File: src/asfe_map.vh
// Constants for the angle sensor SPI frame engine
`ifndef ASFE_MAP_VH
`define ASFE_MAP_VH
`define ASFE_LEN_STD      5'h10
`define ASFE_LEN_DELAY    5'h11
`define ASFE_LEN_CRC      5'h14
`define ASFE_LEN_SHARED   5'h15
`define ASFE_CRC_PRESET   4'hF
`define ASFE_ADDR_W       6
`define ASFE_RW_BIT       14
`define ASFE_LEAD_BIT     15
`define ASFE_ADDR_HI      13
`define ASFE_ADDR_LO      8
`define ASFE_ZERO_ADDR    6'h00
`define ASFE_ZERO_DATA    16'h0000
`define ASFE_ZERO_BYTE    8'h00
`endif

File: src/asfe_crc4.v
// Serial-to-parallel 4-bit CRC (x^4+x+1) over a 16-bit word, MSB first
`timescale 1ns/10ps
`include "asfe_map.vh"
module asfe_crc4
(
    // Data in
    input  wire [15:0] i_data,
    // CRC out
    output reg  [3:0]  o_crc
);
    integer k;
    reg     inv;
    reg     [3:0] c;
    always @*
    begin
        inv = 1'b0;
        c   = `ASFE_CRC_PRESET;
        for (k = 15; k >= 0; k = k - 1)
        begin
            inv = i_data[k] ^ c[3];
            c   = {c[2], c[1], c[0] ^ inv, inv};
        end
        o_crc = c;
    end
endmodule

File: src/asfe_spi_engine.v
// SPI frame engine of an angle sensor, oversampling the host serial clock
//
// How it works
// - Mode 3: clock idles high, data sampled on rising edge.
// - Frames of 16, 20 or 21 clocked bits are standard.
// - A 20-bit frame is 16 payload bits then four CRC bits.
// - A 17-bit frame is legal only with the seventeen-bit enable set.
// - More clocks than the expected frame length sets the overrun warning.
// - No warning for clean 16, 20, or enabled 17-bit frames.
// - In 17-bit frames the sixteenth output bit holds until the seventeenth fall.
// - In 21-bit frames the device repeats the top CRC bit last.
// - MOSI is captured on each rising serial clock edge.
// - MISO changes after each falling edge but the first, valid before next rise.
// - A read result is returned in the following frame.
// - A new read may be sent while the previous result shifts out.
// - All-zero command reads address 0 harmlessly and returns 0x0000.
// - Even-address read returns the even byte high, odd byte low.
// - Odd-address read returns that byte low, upper eight bits zero.
// - Output CRC: x^4+x+1, preset ones, MSB first, sent C3 to C0.
// - With CRC check enabled, bad-CRC frames are dropped and flagged.
`timescale 1ns/10ps
`include "asfe_map.vh"
module asfe_spi_engine
#(
    parameter CNT_W = 5
)
(
    // Clock and reset
    input  wire        i_clk,
    input  wire        i_rst,
    // SPI pins
    input  wire        i_sclk,
    input  wire        i_chip_select_n,
    input  wire        i_mosi,
    output reg         o_miso,
    output reg         o_miso_oe,
    // Configuration
    input  wire        i_seventeen_bit_frame_enable,
    input  wire        i_incoming_crc_check_enable,
    // Register file access
    output reg  [5:0]  o_rd_addr,
    input  wire [7:0]  i_rd_even,
    input  wire [7:0]  i_rd_odd,
    output reg         o_wr_en,
    output reg  [5:0]  o_wr_addr,
    output reg  [7:0]  o_wr_data,
    // Status
    output reg         o_clock_overrun_warning,
    input  wire        i_clock_overrun_clear,
    output reg         o_crc_error,
    input  wire        i_crc_error_clear
);
    // Pin filters: a new level counts once stages two and three agree
    localparam PIN_SCLK = 0;
    localparam PIN_CS   = 1;
    localparam PIN_MOSI = 2;
    localparam PIN_N    = 3;
    // Clock and select idle high, data idles low
    localparam [PIN_N-1:0] PIN_IDLE = 3'h3;
    wire [PIN_N-1:0] pin_raw = {i_mosi, i_chip_select_n, i_sclk};
    wire [PIN_N-1:0] pin_level;
    wire [PIN_N-1:0] pin_take;
    genvar g;
    generate
        for (g = 0; g < PIN_N; g = g + 1)
        begin : g_pin
            reg [2:0] sync;
            reg       held;
            always @(posedge i_clk or posedge i_rst)
            begin
                if (i_rst)
                begin
                    sync <= {3{PIN_IDLE[g]}};
                    held <= PIN_IDLE[g];
                end
                else
                begin
                    sync <= {sync[1:0], pin_raw[g]};
                    if (pin_take[g])
                        held <= sync[2];
                end
            end
            // Stage one feeds stage two only, never the logic
            assign pin_take[g]  = (sync[1] == sync[2]) & (sync[2] != held);
            assign pin_level[g] = held;
        end
    endgenerate

    // Reset levels equal the idle levels, so no false edge follows reset
    wire sclk_rise = pin_take[PIN_SCLK] & ~pin_level[PIN_SCLK];
    wire sclk_fall = pin_take[PIN_SCLK] & pin_level[PIN_SCLK];
    wire cs_low    = ~pin_level[PIN_CS];
    wire cs_rise   = pin_take[PIN_CS] & ~pin_level[PIN_CS];
    // MOSI has settled long before the rising edge is seen
    wire mosi_bit  = pin_level[PIN_MOSI];

    reg [CNT_W-1:0] bit_cnt;
    reg [CNT_W-1:0] fall_cnt;
    reg [20:0]      rx_shift;
    reg [15:0]      tx_word;
    reg [3:0]       tx_crc;
    reg             pend_read;
    reg [5:0]       pend_addr;

    wire [3:0] rx_crc_calc;
    wire [3:0] tx_crc_calc;
    reg  [15:0] resp_word;

    // Payload of a 20- or 21-bit frame sits in different positions
    wire [15:0] rx_pay20 = rx_shift[19:4];
    wire [3:0]  rx_c20   = rx_shift[3:0];
    wire [15:0] rx_pay21 = rx_shift[20:5];
    wire [3:0]  rx_c21   = rx_shift[4:1];
    wire [15:0] rx_pay16 = rx_shift[15:0];
    wire [15:0] rx_pay17 = rx_shift[16:1];

    reg  [15:0] cmd;
    reg         len_ok;
    reg         has_crc;
    reg  [3:0]  crc_in;
    always @*
    begin
        cmd     = rx_pay16;
        len_ok  = 1'b1;
        has_crc = 1'b0;
        crc_in  = rx_c20;
        case (bit_cnt)
            `ASFE_LEN_STD:
                cmd = rx_pay16;
            `ASFE_LEN_DELAY:
            begin
                cmd    = rx_pay17;
                len_ok = i_seventeen_bit_frame_enable;
            end
            `ASFE_LEN_CRC:
            begin
                cmd     = rx_pay20;
                has_crc = 1'b1;
            end
            `ASFE_LEN_SHARED:
            begin
                cmd     = rx_pay21;
                has_crc = 1'b1;
                crc_in  = rx_c21;
            end
            default:
                len_ok = 1'b0;
        endcase
    end

    asfe_crc4 u_rx_crc
    (
        .i_data (cmd),
        .o_crc  (rx_crc_calc)
    );

    asfe_crc4 u_tx_crc
    (
        .i_data (resp_word),
        .o_crc  (tx_crc_calc)
    );

    wire crc_bad = has_crc & i_incoming_crc_check_enable & (crc_in != rx_crc_calc);
    wire is_write = cmd[`ASFE_RW_BIT];
    wire [5:0] cmd_addr = cmd[`ASFE_ADDR_HI:`ASFE_ADDR_LO];
    wire frame_ok = len_ok & ~crc_bad & ~cmd[`ASFE_LEAD_BIT];

    // Odd addresses zero the top byte; address zero reads as zero
    always @*
    begin
        if (pend_addr == `ASFE_ZERO_ADDR)
            resp_word = `ASFE_ZERO_DATA;
        else if (pend_addr[0])
            resp_word = {`ASFE_ZERO_BYTE, i_rd_odd};
        else
            resp_word = {i_rd_even, i_rd_odd};
    end

    // Output bit index: 0..15 data, 16..19 CRC, 20 repeats C3
    reg out_bit;
    always @*
    begin
        if (fall_cnt < `ASFE_LEN_STD)
            out_bit = tx_word[15 - fall_cnt[3:0]];
        else if (fall_cnt < `ASFE_LEN_CRC)
            out_bit = tx_crc[3 - fall_cnt[1:0]];
        else
            out_bit = tx_crc[3];
    end

    // Every length but the accepted ones warns, short frames included
    wire len_warn = ~len_ok;

    // Receive side: bit count and MOSI shift register
    always @(posedge i_clk or posedge i_rst)
    begin
        if (i_rst)
        begin
            bit_cnt  <= {CNT_W{1'b0}};
            rx_shift <= 21'h00_0000;
        end
        else if (!cs_low)
        begin
            bit_cnt <= {CNT_W{1'b0}};
        end
        else if (sclk_rise)
        begin
            rx_shift <= {rx_shift[19:0], mosi_bit};
            // Saturate so a runaway clock still reads as too long
            if (bit_cnt != {CNT_W{1'b1}})
                bit_cnt <= bit_cnt + 1'b1;
        end
    end

    // Transmit side: response latched while idle, one bit per falling edge after the first
    always @(posedge i_clk or posedge i_rst)
    begin
        if (i_rst)
        begin
            fall_cnt  <= {CNT_W{1'b0}};
            tx_word   <= `ASFE_ZERO_DATA;
            tx_crc    <= `ASFE_CRC_PRESET;
            o_miso    <= 1'b0;
            o_miso_oe <= 1'b0;
        end
        else if (!cs_low)
        begin
            fall_cnt  <= {CNT_W{1'b0}};
            o_miso_oe <= 1'b0;
            // Latch while idle so the read path has settled by the frame
            tx_word   <= pend_read ? resp_word : `ASFE_ZERO_DATA;
            tx_crc    <= pend_read ? tx_crc_calc : `ASFE_CRC_PRESET;
        end
        else
        begin
            o_miso_oe <= 1'b1;
            // The first fall keeps bit 15; later falls advance the index
            if (sclk_fall && bit_cnt != {CNT_W{1'b0}} && fall_cnt != {CNT_W{1'b1}})
                fall_cnt <= fall_cnt + 1'b1;
            // Follows the index a clock late, well after the pin edge
            o_miso    <= out_bit;
        end
    end

    // Sticky flags: an event at the frame end wins over a clear
    always @(posedge i_clk or posedge i_rst)
    begin
        if (i_rst)
        begin
            o_clock_overrun_warning <= 1'b0;
            o_crc_error             <= 1'b0;
        end
        else
        begin
            if (cs_rise && len_warn)
                o_clock_overrun_warning <= 1'b1;
            else if (i_clock_overrun_clear)
                o_clock_overrun_warning <= 1'b0;
            if (cs_rise && crc_bad && len_ok)
                o_crc_error <= 1'b1;
            else if (i_crc_error_clear)
                o_crc_error <= 1'b0;
        end
    end

    // Command decode at the frame end; a read answers in the next frame
    always @(posedge i_clk or posedge i_rst)
    begin
        if (i_rst)
        begin
            pend_read <= 1'b0;
            pend_addr <= `ASFE_ZERO_ADDR;
            o_rd_addr <= `ASFE_ZERO_ADDR;
            o_wr_en   <= 1'b0;
            o_wr_addr <= `ASFE_ZERO_ADDR;
            o_wr_data <= `ASFE_ZERO_BYTE;
        end
        else
        begin
            o_wr_en   <= 1'b0;
            o_rd_addr <= pend_addr;
            if (cs_rise)
            begin
                // A refused frame also drops the read it would have answered
                pend_read <= 1'b0;
                if (frame_ok && is_write)
                begin
                    o_wr_en   <= 1'b1;
                    o_wr_addr <= cmd_addr;
                    o_wr_data <= cmd[7:0];
                end
                else if (frame_ok)
                begin
                    pend_read <= 1'b1;
                    pend_addr <= cmd_addr;
                end
            end
        end
    end
endmodule

File: config.mk
export PLATFORM = sky130hd
export DESIGN_NAME = asfe_spi_engine
export DESIGN_NICKNAME = d
export VERILOG_FILES = /design/src/asfe_crc4.v /design/src/asfe_spi_engine.v
export VERILOG_INCLUDE_DIRS = /design/src
export SDC_FILE = /design/constraint.sdc
export NUM_CORES = 1
export LEC_CHECK = 0
export ABC_AREA = 1
export BUFFER_PORTS_ARGS = -buffer_cell sky130_fd_sc_hd__buf_2
export CORE_MARGIN = 2
export CORE_UTILIZATION = 54
export CTS_CLUSTER_DIAMETER = 200
export DETAILED_ROUTE_END_ITERATION = 8
export PLACE_DENSITY = 0.84
export SLEW_MARGIN = 20
export SYNTH_ARGS = -nofsm -noshare
export SYNTH_HDL_FRONTEND = slang
export SYNTH_SLANG_ARGS = --single-unit
File: constraint.sdc
create_clock -name i_clk -period 3.18 [get_ports i_clk]
set_input_delay 0.159 -clock i_clk [delete_from_list [all_inputs] [get_ports i_clk]]
set_output_delay 0.159 -clock i_clk [all_outputs]
set_load 0.005 [all_outputs]
* Word level (Yosys, flattened, before mapping)
Index checks and enable logic that the tools add are counted.
Word-level totals: register bits after elaboration 95, input bits 25, output and inout port bits 25, word-level logic and storage cells 166
Cells by class: $add $sub $neg 4, order comparisons 4, eq/ne operators 13, mux-type cells 28, bitwise gates (word level) 77, reduce and logical (&&, ||, !) cells 19
Operators by type and width (count):
- $xor 1x1->1 | 56
- $mux 16 | 3
- $pmux 16 s3 | 1
- $lt 32x3->1 const B | 1
- $lt 32x5->1 const B | 1
- $mux 5 | 5
- $eq 5x5->1 const B | 4
- $mux 1 | 14
- $not 1->1 | 11
- $add 5x1->5 const B | 2
- $and 1x1->1 | 10
- $lt 5x5->1 const B | 2
- $ne 5x5->1 const B | 2
- $reduce_bool 2->1 | 5
- $mux 4 | 2
- $logic_and 1x1->1 | 6
- $logic_not 6->1 | 1
- $reduce_and 2->1 | 3
- $reduce_bool 5->1 | 1
- $sub 4x4->5 const A | 1
- $bmux 1 s4 | 1
- $ne 4x4->1 | 1
- $eq 1x1->1 | 3
- $ne 1x1->1 | 3
- 6 further kinds | 6

* Longest topological paths before layout
depth after elaboration 20, gate-level depth with buffers 32, mapped depth without buffers 31

* Modules after synthesis
From an unflattened synthesis, not the netlist that was laid out.
Unflattened totals: cell total of the unflattened synthesis 824, area total of the unflattened synthesis 5905.7 µm²
By module, submodules not included:
- asfe_spi_engine | times used 1, cells each 556, area an instance 4667.0 µm², seq. area each 2392.3 µm²
- asfe_crc4 | times used 2, cells each 134, area an instance 619.3 µm², seq. area each 0.0 µm²

* Worst setup path after synthesis
No wires, ideal clock.
path type register -> register, start register bit_cnt[0], end register o_wr_addr[0], setup time 0.117 ns, arrival 2.922 ns, data required time 3.063 ns, setup slack 0.141 ns, stages on the path, launching flop included 32, path buffers 1, clock period less this slack 3.039 ns, cells stage by stage dfrtp_1 inv_1 ha_1 nand2_1 inv_1 nand2_2 nand2_1 nor2_2 nand2_1 nand2_2 nand2_1 nand2_1 inv_1 nand3_1 nand2_1 inv_1 nand2_1 nand2_1 nand2_1 nand2_1 nand2_1 nand3_1 nand2_1 inv_1 nand2_1 nand2_1 nand2_1 nand2_4 nand3_4 buf_6 nand2_1 nand2_1
Between the ends: word-level cells in the longest chain between the ends 19, elaborated cells between the ends (all ways) 49, those cells by class eq/ne: 5; mux: 4; bitwise: 36; reduce/logical: 4
RTL lines:
- start: declaration | RTL line asfe_spi_engine.v:97 | reg [CNT_W-1:0] bit_cnt;
- start signal: assignment | RTL line asfe_spi_engine.v:199 | bit_cnt <= {CNT_W{1'b0}};
- start signal: assignment | RTL line asfe_spi_engine.v:204 | bit_cnt <= {CNT_W{1'b0}};
- start signal: assignment | RTL line asfe_spi_engine.v:211 | bit_cnt <= bit_cnt + 1'b1;
- $eq 5x5->1 | RTL line asfe_spi_engine.v:127 | case (bit_cnt)
- $pmux 16 s3 | RTL line asfe_spi_engine.v:127
- $xor 1x1->1 (tied with other cells) | RTL line asfe_crc4.v:20 | inv = i_data[k] ^ c[3];
- $xor 1x1->1 | RTL line asfe_crc4.v:21 | c = {c[2], c[1], c[0] ^ inv, inv};
- $xor 1x1->1 | RTL line asfe_crc4.v:20
- $xor 1x1->1 | RTL line asfe_crc4.v:21
- $xor 1x1->1 | RTL line asfe_crc4.v:20
- $xor 1x1->1 | RTL line asfe_crc4.v:21
- [2 not listed]
- $xor 1x1->1 | RTL line asfe_crc4.v:20
- $xor 1x1->1 | RTL line asfe_crc4.v:21
- $ne 4x4->1 | RTL line asfe_spi_engine.v:163 | wire crc_bad = has_crc & i_incoming_crc_check_enable & (crc_in != rx_crc_calc);
- $and 1x1->1 | RTL line asfe_spi_engine.v:163
- $not 1->1 | RTL line asfe_spi_engine.v:166 | wire frame_ok = len_ok & ~crc_bad & ~cmd[`ASFE_LEAD_BIT];
- $and 1x1->1 (2 in series) | RTL line asfe_spi_engine.v:166
- $logic_and 1x1->1 | RTL line asfe_spi_engine.v:286 | if (frame_ok && is_write)
- $reduce_and 2->1 (no line)
- end signal: assignment | RTL line asfe_spi_engine.v:275 | o_wr_addr <= `ASFE_ZERO_ADDR;
- end signal: assignment | RTL line asfe_spi_engine.v:289 | o_wr_addr <= cmd_addr;
- end: declaration | RTL line asfe_spi_engine.v:45 | output reg [5:0] o_wr_addr,
Several ways; a longest one is shown, not always the timed one. A chain may end at the register's enable or synchronous reset.

* Worst setup path in the final report
start register bit_cnt[0], end register pend_addr[0]
Between the ends: word-level cells in the longest chain between the ends 20, elaborated cells between the ends (all ways) 50, those cells by class eq/ne: 5; mux: 4; bitwise: 37; reduce/logical: 4
RTL lines:
- $eq 5x5->1 | RTL line asfe_spi_engine.v:127
- $pmux 16 s3 | RTL line asfe_spi_engine.v:127
- $xor 1x1->1 (tied with other cells) | RTL line asfe_crc4.v:20
- $xor 1x1->1 | RTL line asfe_crc4.v:21
- $xor 1x1->1 | RTL line asfe_crc4.v:20
- $xor 1x1->1 | RTL line asfe_crc4.v:21
- $xor 1x1->1 | RTL line asfe_crc4.v:20
- $xor 1x1->1 | RTL line asfe_crc4.v:21
- [3 not listed]
- $xor 1x1->1 | RTL line asfe_crc4.v:21
- $ne 4x4->1 | RTL line asfe_spi_engine.v:163
- $and 1x1->1 | RTL line asfe_spi_engine.v:163
- $not 1->1 | RTL line asfe_spi_engine.v:166
- $and 1x1->1 (2 in series) | RTL line asfe_spi_engine.v:166
- $logic_and 1x1->1 | RTL line asfe_spi_engine.v:286
- $not 1->1 (no line)
- $reduce_and 3->1 (no line)
- end signal: assignment | RTL line asfe_spi_engine.v:272 | pend_addr <= `ASFE_ZERO_ADDR;
- end signal: assignment | RTL line asfe_spi_engine.v:295 | pend_addr <= cmd_addr;
- end: declaration | RTL line asfe_spi_engine.v:103 | reg [5:0] pend_addr;
Several ways; a longest one is shown, not always the timed one.

==> flow_summary.json <==
{
  "setup_ws_ns": -0.506,
  "grt_pass1_vias": 5190,
  "area_growth_pct": 31.3,
  "h-tree-depth": 3,
  "dr.pass1.iters": 6,
  "synth_seq_cells": 95,
  "hpwl_mm": 9.46,
  "layout_common_cells": "nand2_1 (190), inv_1 (86), dfrtp_1 (82)",
  "violations": "negative hold slack, negative setup slack",
  "swShare": 0.430,
  "cts.sinks": 95,
  "worstRegToRegCells": 28,
  "clockBufferDepth": 2,
  "gr-total-overflow": 0,
  "vias": 6312,
  "die_w_um": 106,
  "dr_wl_met2_mm": 8.47,
  "critPathMaxFanout": 8,
  "max_cap_violations": 0,
  "die_y_um": 106,
  "synth_area_leaders": "dfrtp_1 (37%), nand2_1 (18%), nand3_1 (6.9%), inv_1 (6.5%), dfstp_2 (5.6%)",
  "wl_per_cell_um": 17.9,
  "worstMarginPinSlew_ns": 0.855,
  "max_freq_mhz": 271,
  "synth_top_family_by_area": "simple AND/OR/NAND/NOR gates",
  "crit-reg2reg-capture": "pend_addr[0]$_DFFE_PP0P_",
  "power.leakage_nw": 3.79,
  "postSynthAreaPerCell_sq_um": 7.04,
  "postRouteWirelength_mm": 18.6,
  "critPathKind": "flop to flop",
  "synthAdderAreaFrac": 0.0152,
  "grt_pass1_wl_mm": 24.3,
  "synth-simple-area-share": 0.342,
  "finalCritPeriodShare": 1.16,
  "yosysTopAreaCell": "dfrtp_1",
  "internal-power_mw": 2.17,
  "top_layer": "met4",
  "n_antenna_cell": 0,
  "path_delay_family": "simple AND/OR/NAND/NOR gates",
  "cts_tree": "yes",
  "rsz0062_at_grt": "true",
  "syn_inst": 795,
  "dr_wl_met3_mm": 1.88,
  "fin_crit_ns": 3.69,
  "detail-route-antenna-nets": 0,
  "slew_headroom": 0.430,
  "finalHoldViolations": 60,
  "port_buffers": 49,
  "cts_buffers": 9,
  "drive_gt1_frac": 0.332,
  "clkPwrFrac": 0.200,
  "setup_viol": 23,
  "placementRows": 37,
  "fin_hold_ws_ns": -0.0590,
  "slowest_stage": "dfrtp_2",
  "seq_power_share": 0.361,
  "grt_usage": 0.265,
  "clock_skew_ns": 0.0225,
  "r2r_setup_slack_ns": -0.51,
  "synth_compound_area_frac": 0.103,
  "yosysTopAreaCellShare": 0.371,
  "grt_max_degree": 75,
  "design.core.area_sq_mm": 0.0102,
  "drt-vias-per-instance": 6.07,
  "final_nets": 930,
  "ys_warn_count": 0,
  "drtIter0Drc": 905,
  "drv_slew": 0,
  "end_kind": "flop",
  "crit_path_max_incr_delay_ns": 0.45,
  "crit_required_ns": 3.50,
  "comb_power_share": 0.439,
  "clock_latency_ns": 0.39,
  "gp_congestion": 0.947,
  "drc": 0,
  "finalInstanceArea_sq_mm": 0.00736,
  "wirelength_met1_mm": 6.95,
  "cp.depth": 28,
  "crit_top_cell": "nand2_1",
  "dpl-instance-area_sq_mm": 0.00621,
  "cts_root_buf": "clkbuf_8",
  "synthMuxAreaShare": 0,
  "power_density_mw_per_mm2": 519,
  "holdCritPathClass": "input port to asynchronous set/reset pin",
  "status": "finished, violations left",
  "io_pins": 50,
  "antenna_found_initial": 0,
  "cp-start-kind": "flop",
  "synth_seq_area_share": 0.427,
  "crit_buf_inv": 4,
  "synth.distinct_cells": 35,
  "syn_area_sq_mm": 0.00560,
  "start_util": 0.550,
  "synth_nets": 826,
  "worst_ir_drop_vdd_mv": 0.380,
  "fin_tns_setup_ns": -9.78,
  "synthXorXnorAreaFrac": 0.0235,
  "dieArea_sq_mm": 0.0112,
  "timing.rr.start": "bit_cnt[0]$_DFFE_PP0P_",
  "final_common_cell": "nand2_1",
  "switching_power_mw": 1.64,
  "clkTransAtPathRegs_ns": 0.11,
  "worstPathArrival_ns": 4.01
}
==> state kept, by name, indices dropped and copies added (netlist names), 6 cells and up <==
register,count
g_pin.sync,9
tx_word,16
o_rd_addr,6
o_wr_data,8
o_wr_addr,6
rx_shift,21
pend_addr,6
==> kinds of logic (layout without fill, tap and decap cells) <==
| family | count (synthesis) | in the layout |
|---|---|---|
| AND/OR/NAND/NOR | 445 | 448 |
| buffers and inverters | 125 | 231 |
| AO/OA/AOI/OAI | 108 | 108 |
| flip-flops | 95 | 95 |
| XOR/XNOR | 15 | 15 |
| adder cells (fa/ha/maj) | 7 | 7 |
==> how the worst max path moves through the flow <==
stage               slack, ns                  endpoint                    from
floorplan                0.14  o_wr_addr[0]$_DFFE_PP0P_  bit_cnt[0]$_DFFE_PP0P_
global placement        -0.12  o_wr_addr[3]$_DFFE_PP0P_  bit_cnt[0]$_DFFE_PP0P_
detailed placement      -0.29  o_wr_addr[1]$_DFFE_PP0P_  bit_cnt[0]$_DFFE_PP0P_
CTS                     -0.06  o_wr_addr[1]$_DFFE_PP0P_  bit_cnt[0]$_DFFE_PP0P_
global route            -0.64  o_wr_data[5]$_DFFE_PP0P_  bit_cnt[0]$_DFFE_PP0P_
finish                  -0.51  pend_addr[0]$_DFFE_PP0P_  bit_cnt[0]$_DFFE_PP0P_
==> power by group through the flow <==
stage / clock network (mW) / registers, mW / logic (mW)
after floorplan: 0 / 1.37 / 0.757
after global placement: 0 / 1.39 / 0.972
after detailed placement: 0 / 1.39 / 1.00
after CTS: 0.749 / 1.37 / 1.11
after global routing: 0.821 / 1.39 / 1.75
final: 0.762 / 1.38 / 1.68
==> cells in the mapped netlist <==
library cell	instances
a31oi_1	3
buf_1	1
nand4_1	23
dfrtp_1	83
buf_4	6
nand3_1	77
nand3_4	1
nor2_2	5
clkbuf_1	16
nand2_2	6
o221ai_1	1
o21a_1	1
o2111ai_1	1
buf_6	1
nand2_1	262
nand3_2	2
maj3_1	1
ha_1	6
xor2_1	8
nand2b_1	1
nor2_4	1
nor3_1	6
inv_2	2
buf_2	2
xnor2_1	7
nand2_4	1
a21oi_2	1
or2_2	4
a21oi_1	31
o21ai_0	56
o22ai_1	13
o211ai_1	1
nor2_1	56
inv_1	97
dfstp_2	12
==> metrics by stage <==
stage	total power, mW	hold slack, ns	utilization	setup WS (ns)	cells
3_5_place_dp	2.39	0.269	0.610	-0.291	997
6_report	3.81	-0.0590	0.722	-0.506	1040
3_3_place_gp	2.36	0.268	0.610	-0.117	997
5_1_grt	3.96	0.0237	0.722	-0.642	1040
4_1_cts	3.22	0.00116	0.667	-0.0619	1030
2_1_floorplan	2.12	0.163	-	0.141	795
==> layer usage <==
metal | GRT usage | vias to the layer above
met5 | 0 | -
met4 | 0.0912 | 0
met3 | 0.0464 | 152
met2 | 0.422 | 467
met1 | 0.366 | 2925
li1 | - | 2768
==> final cells by class <==
cell class	count	area, sq um
Clock inverter	6	50.0
Tap cell	136	170
Multi-Input combinational cell	578	3420
Inverter	99	384
Clock buffer	10	128
Timing Repair Buffer	116	806
Fill cell	666	2830
Sequential cell	95	2390
==> timing repair <==
item / CTS / global route
resized for setup: 74 / 129
gates cloned: 3 / 1
pin swaps: 36 / 68
buffers inserted: 9 / 9
hold buffers: 5 / 0
endpoints found under the hold margin: 5 / 0
setup endpoints to repair: 23 / 26
Power figures use the tool's default switching activity.
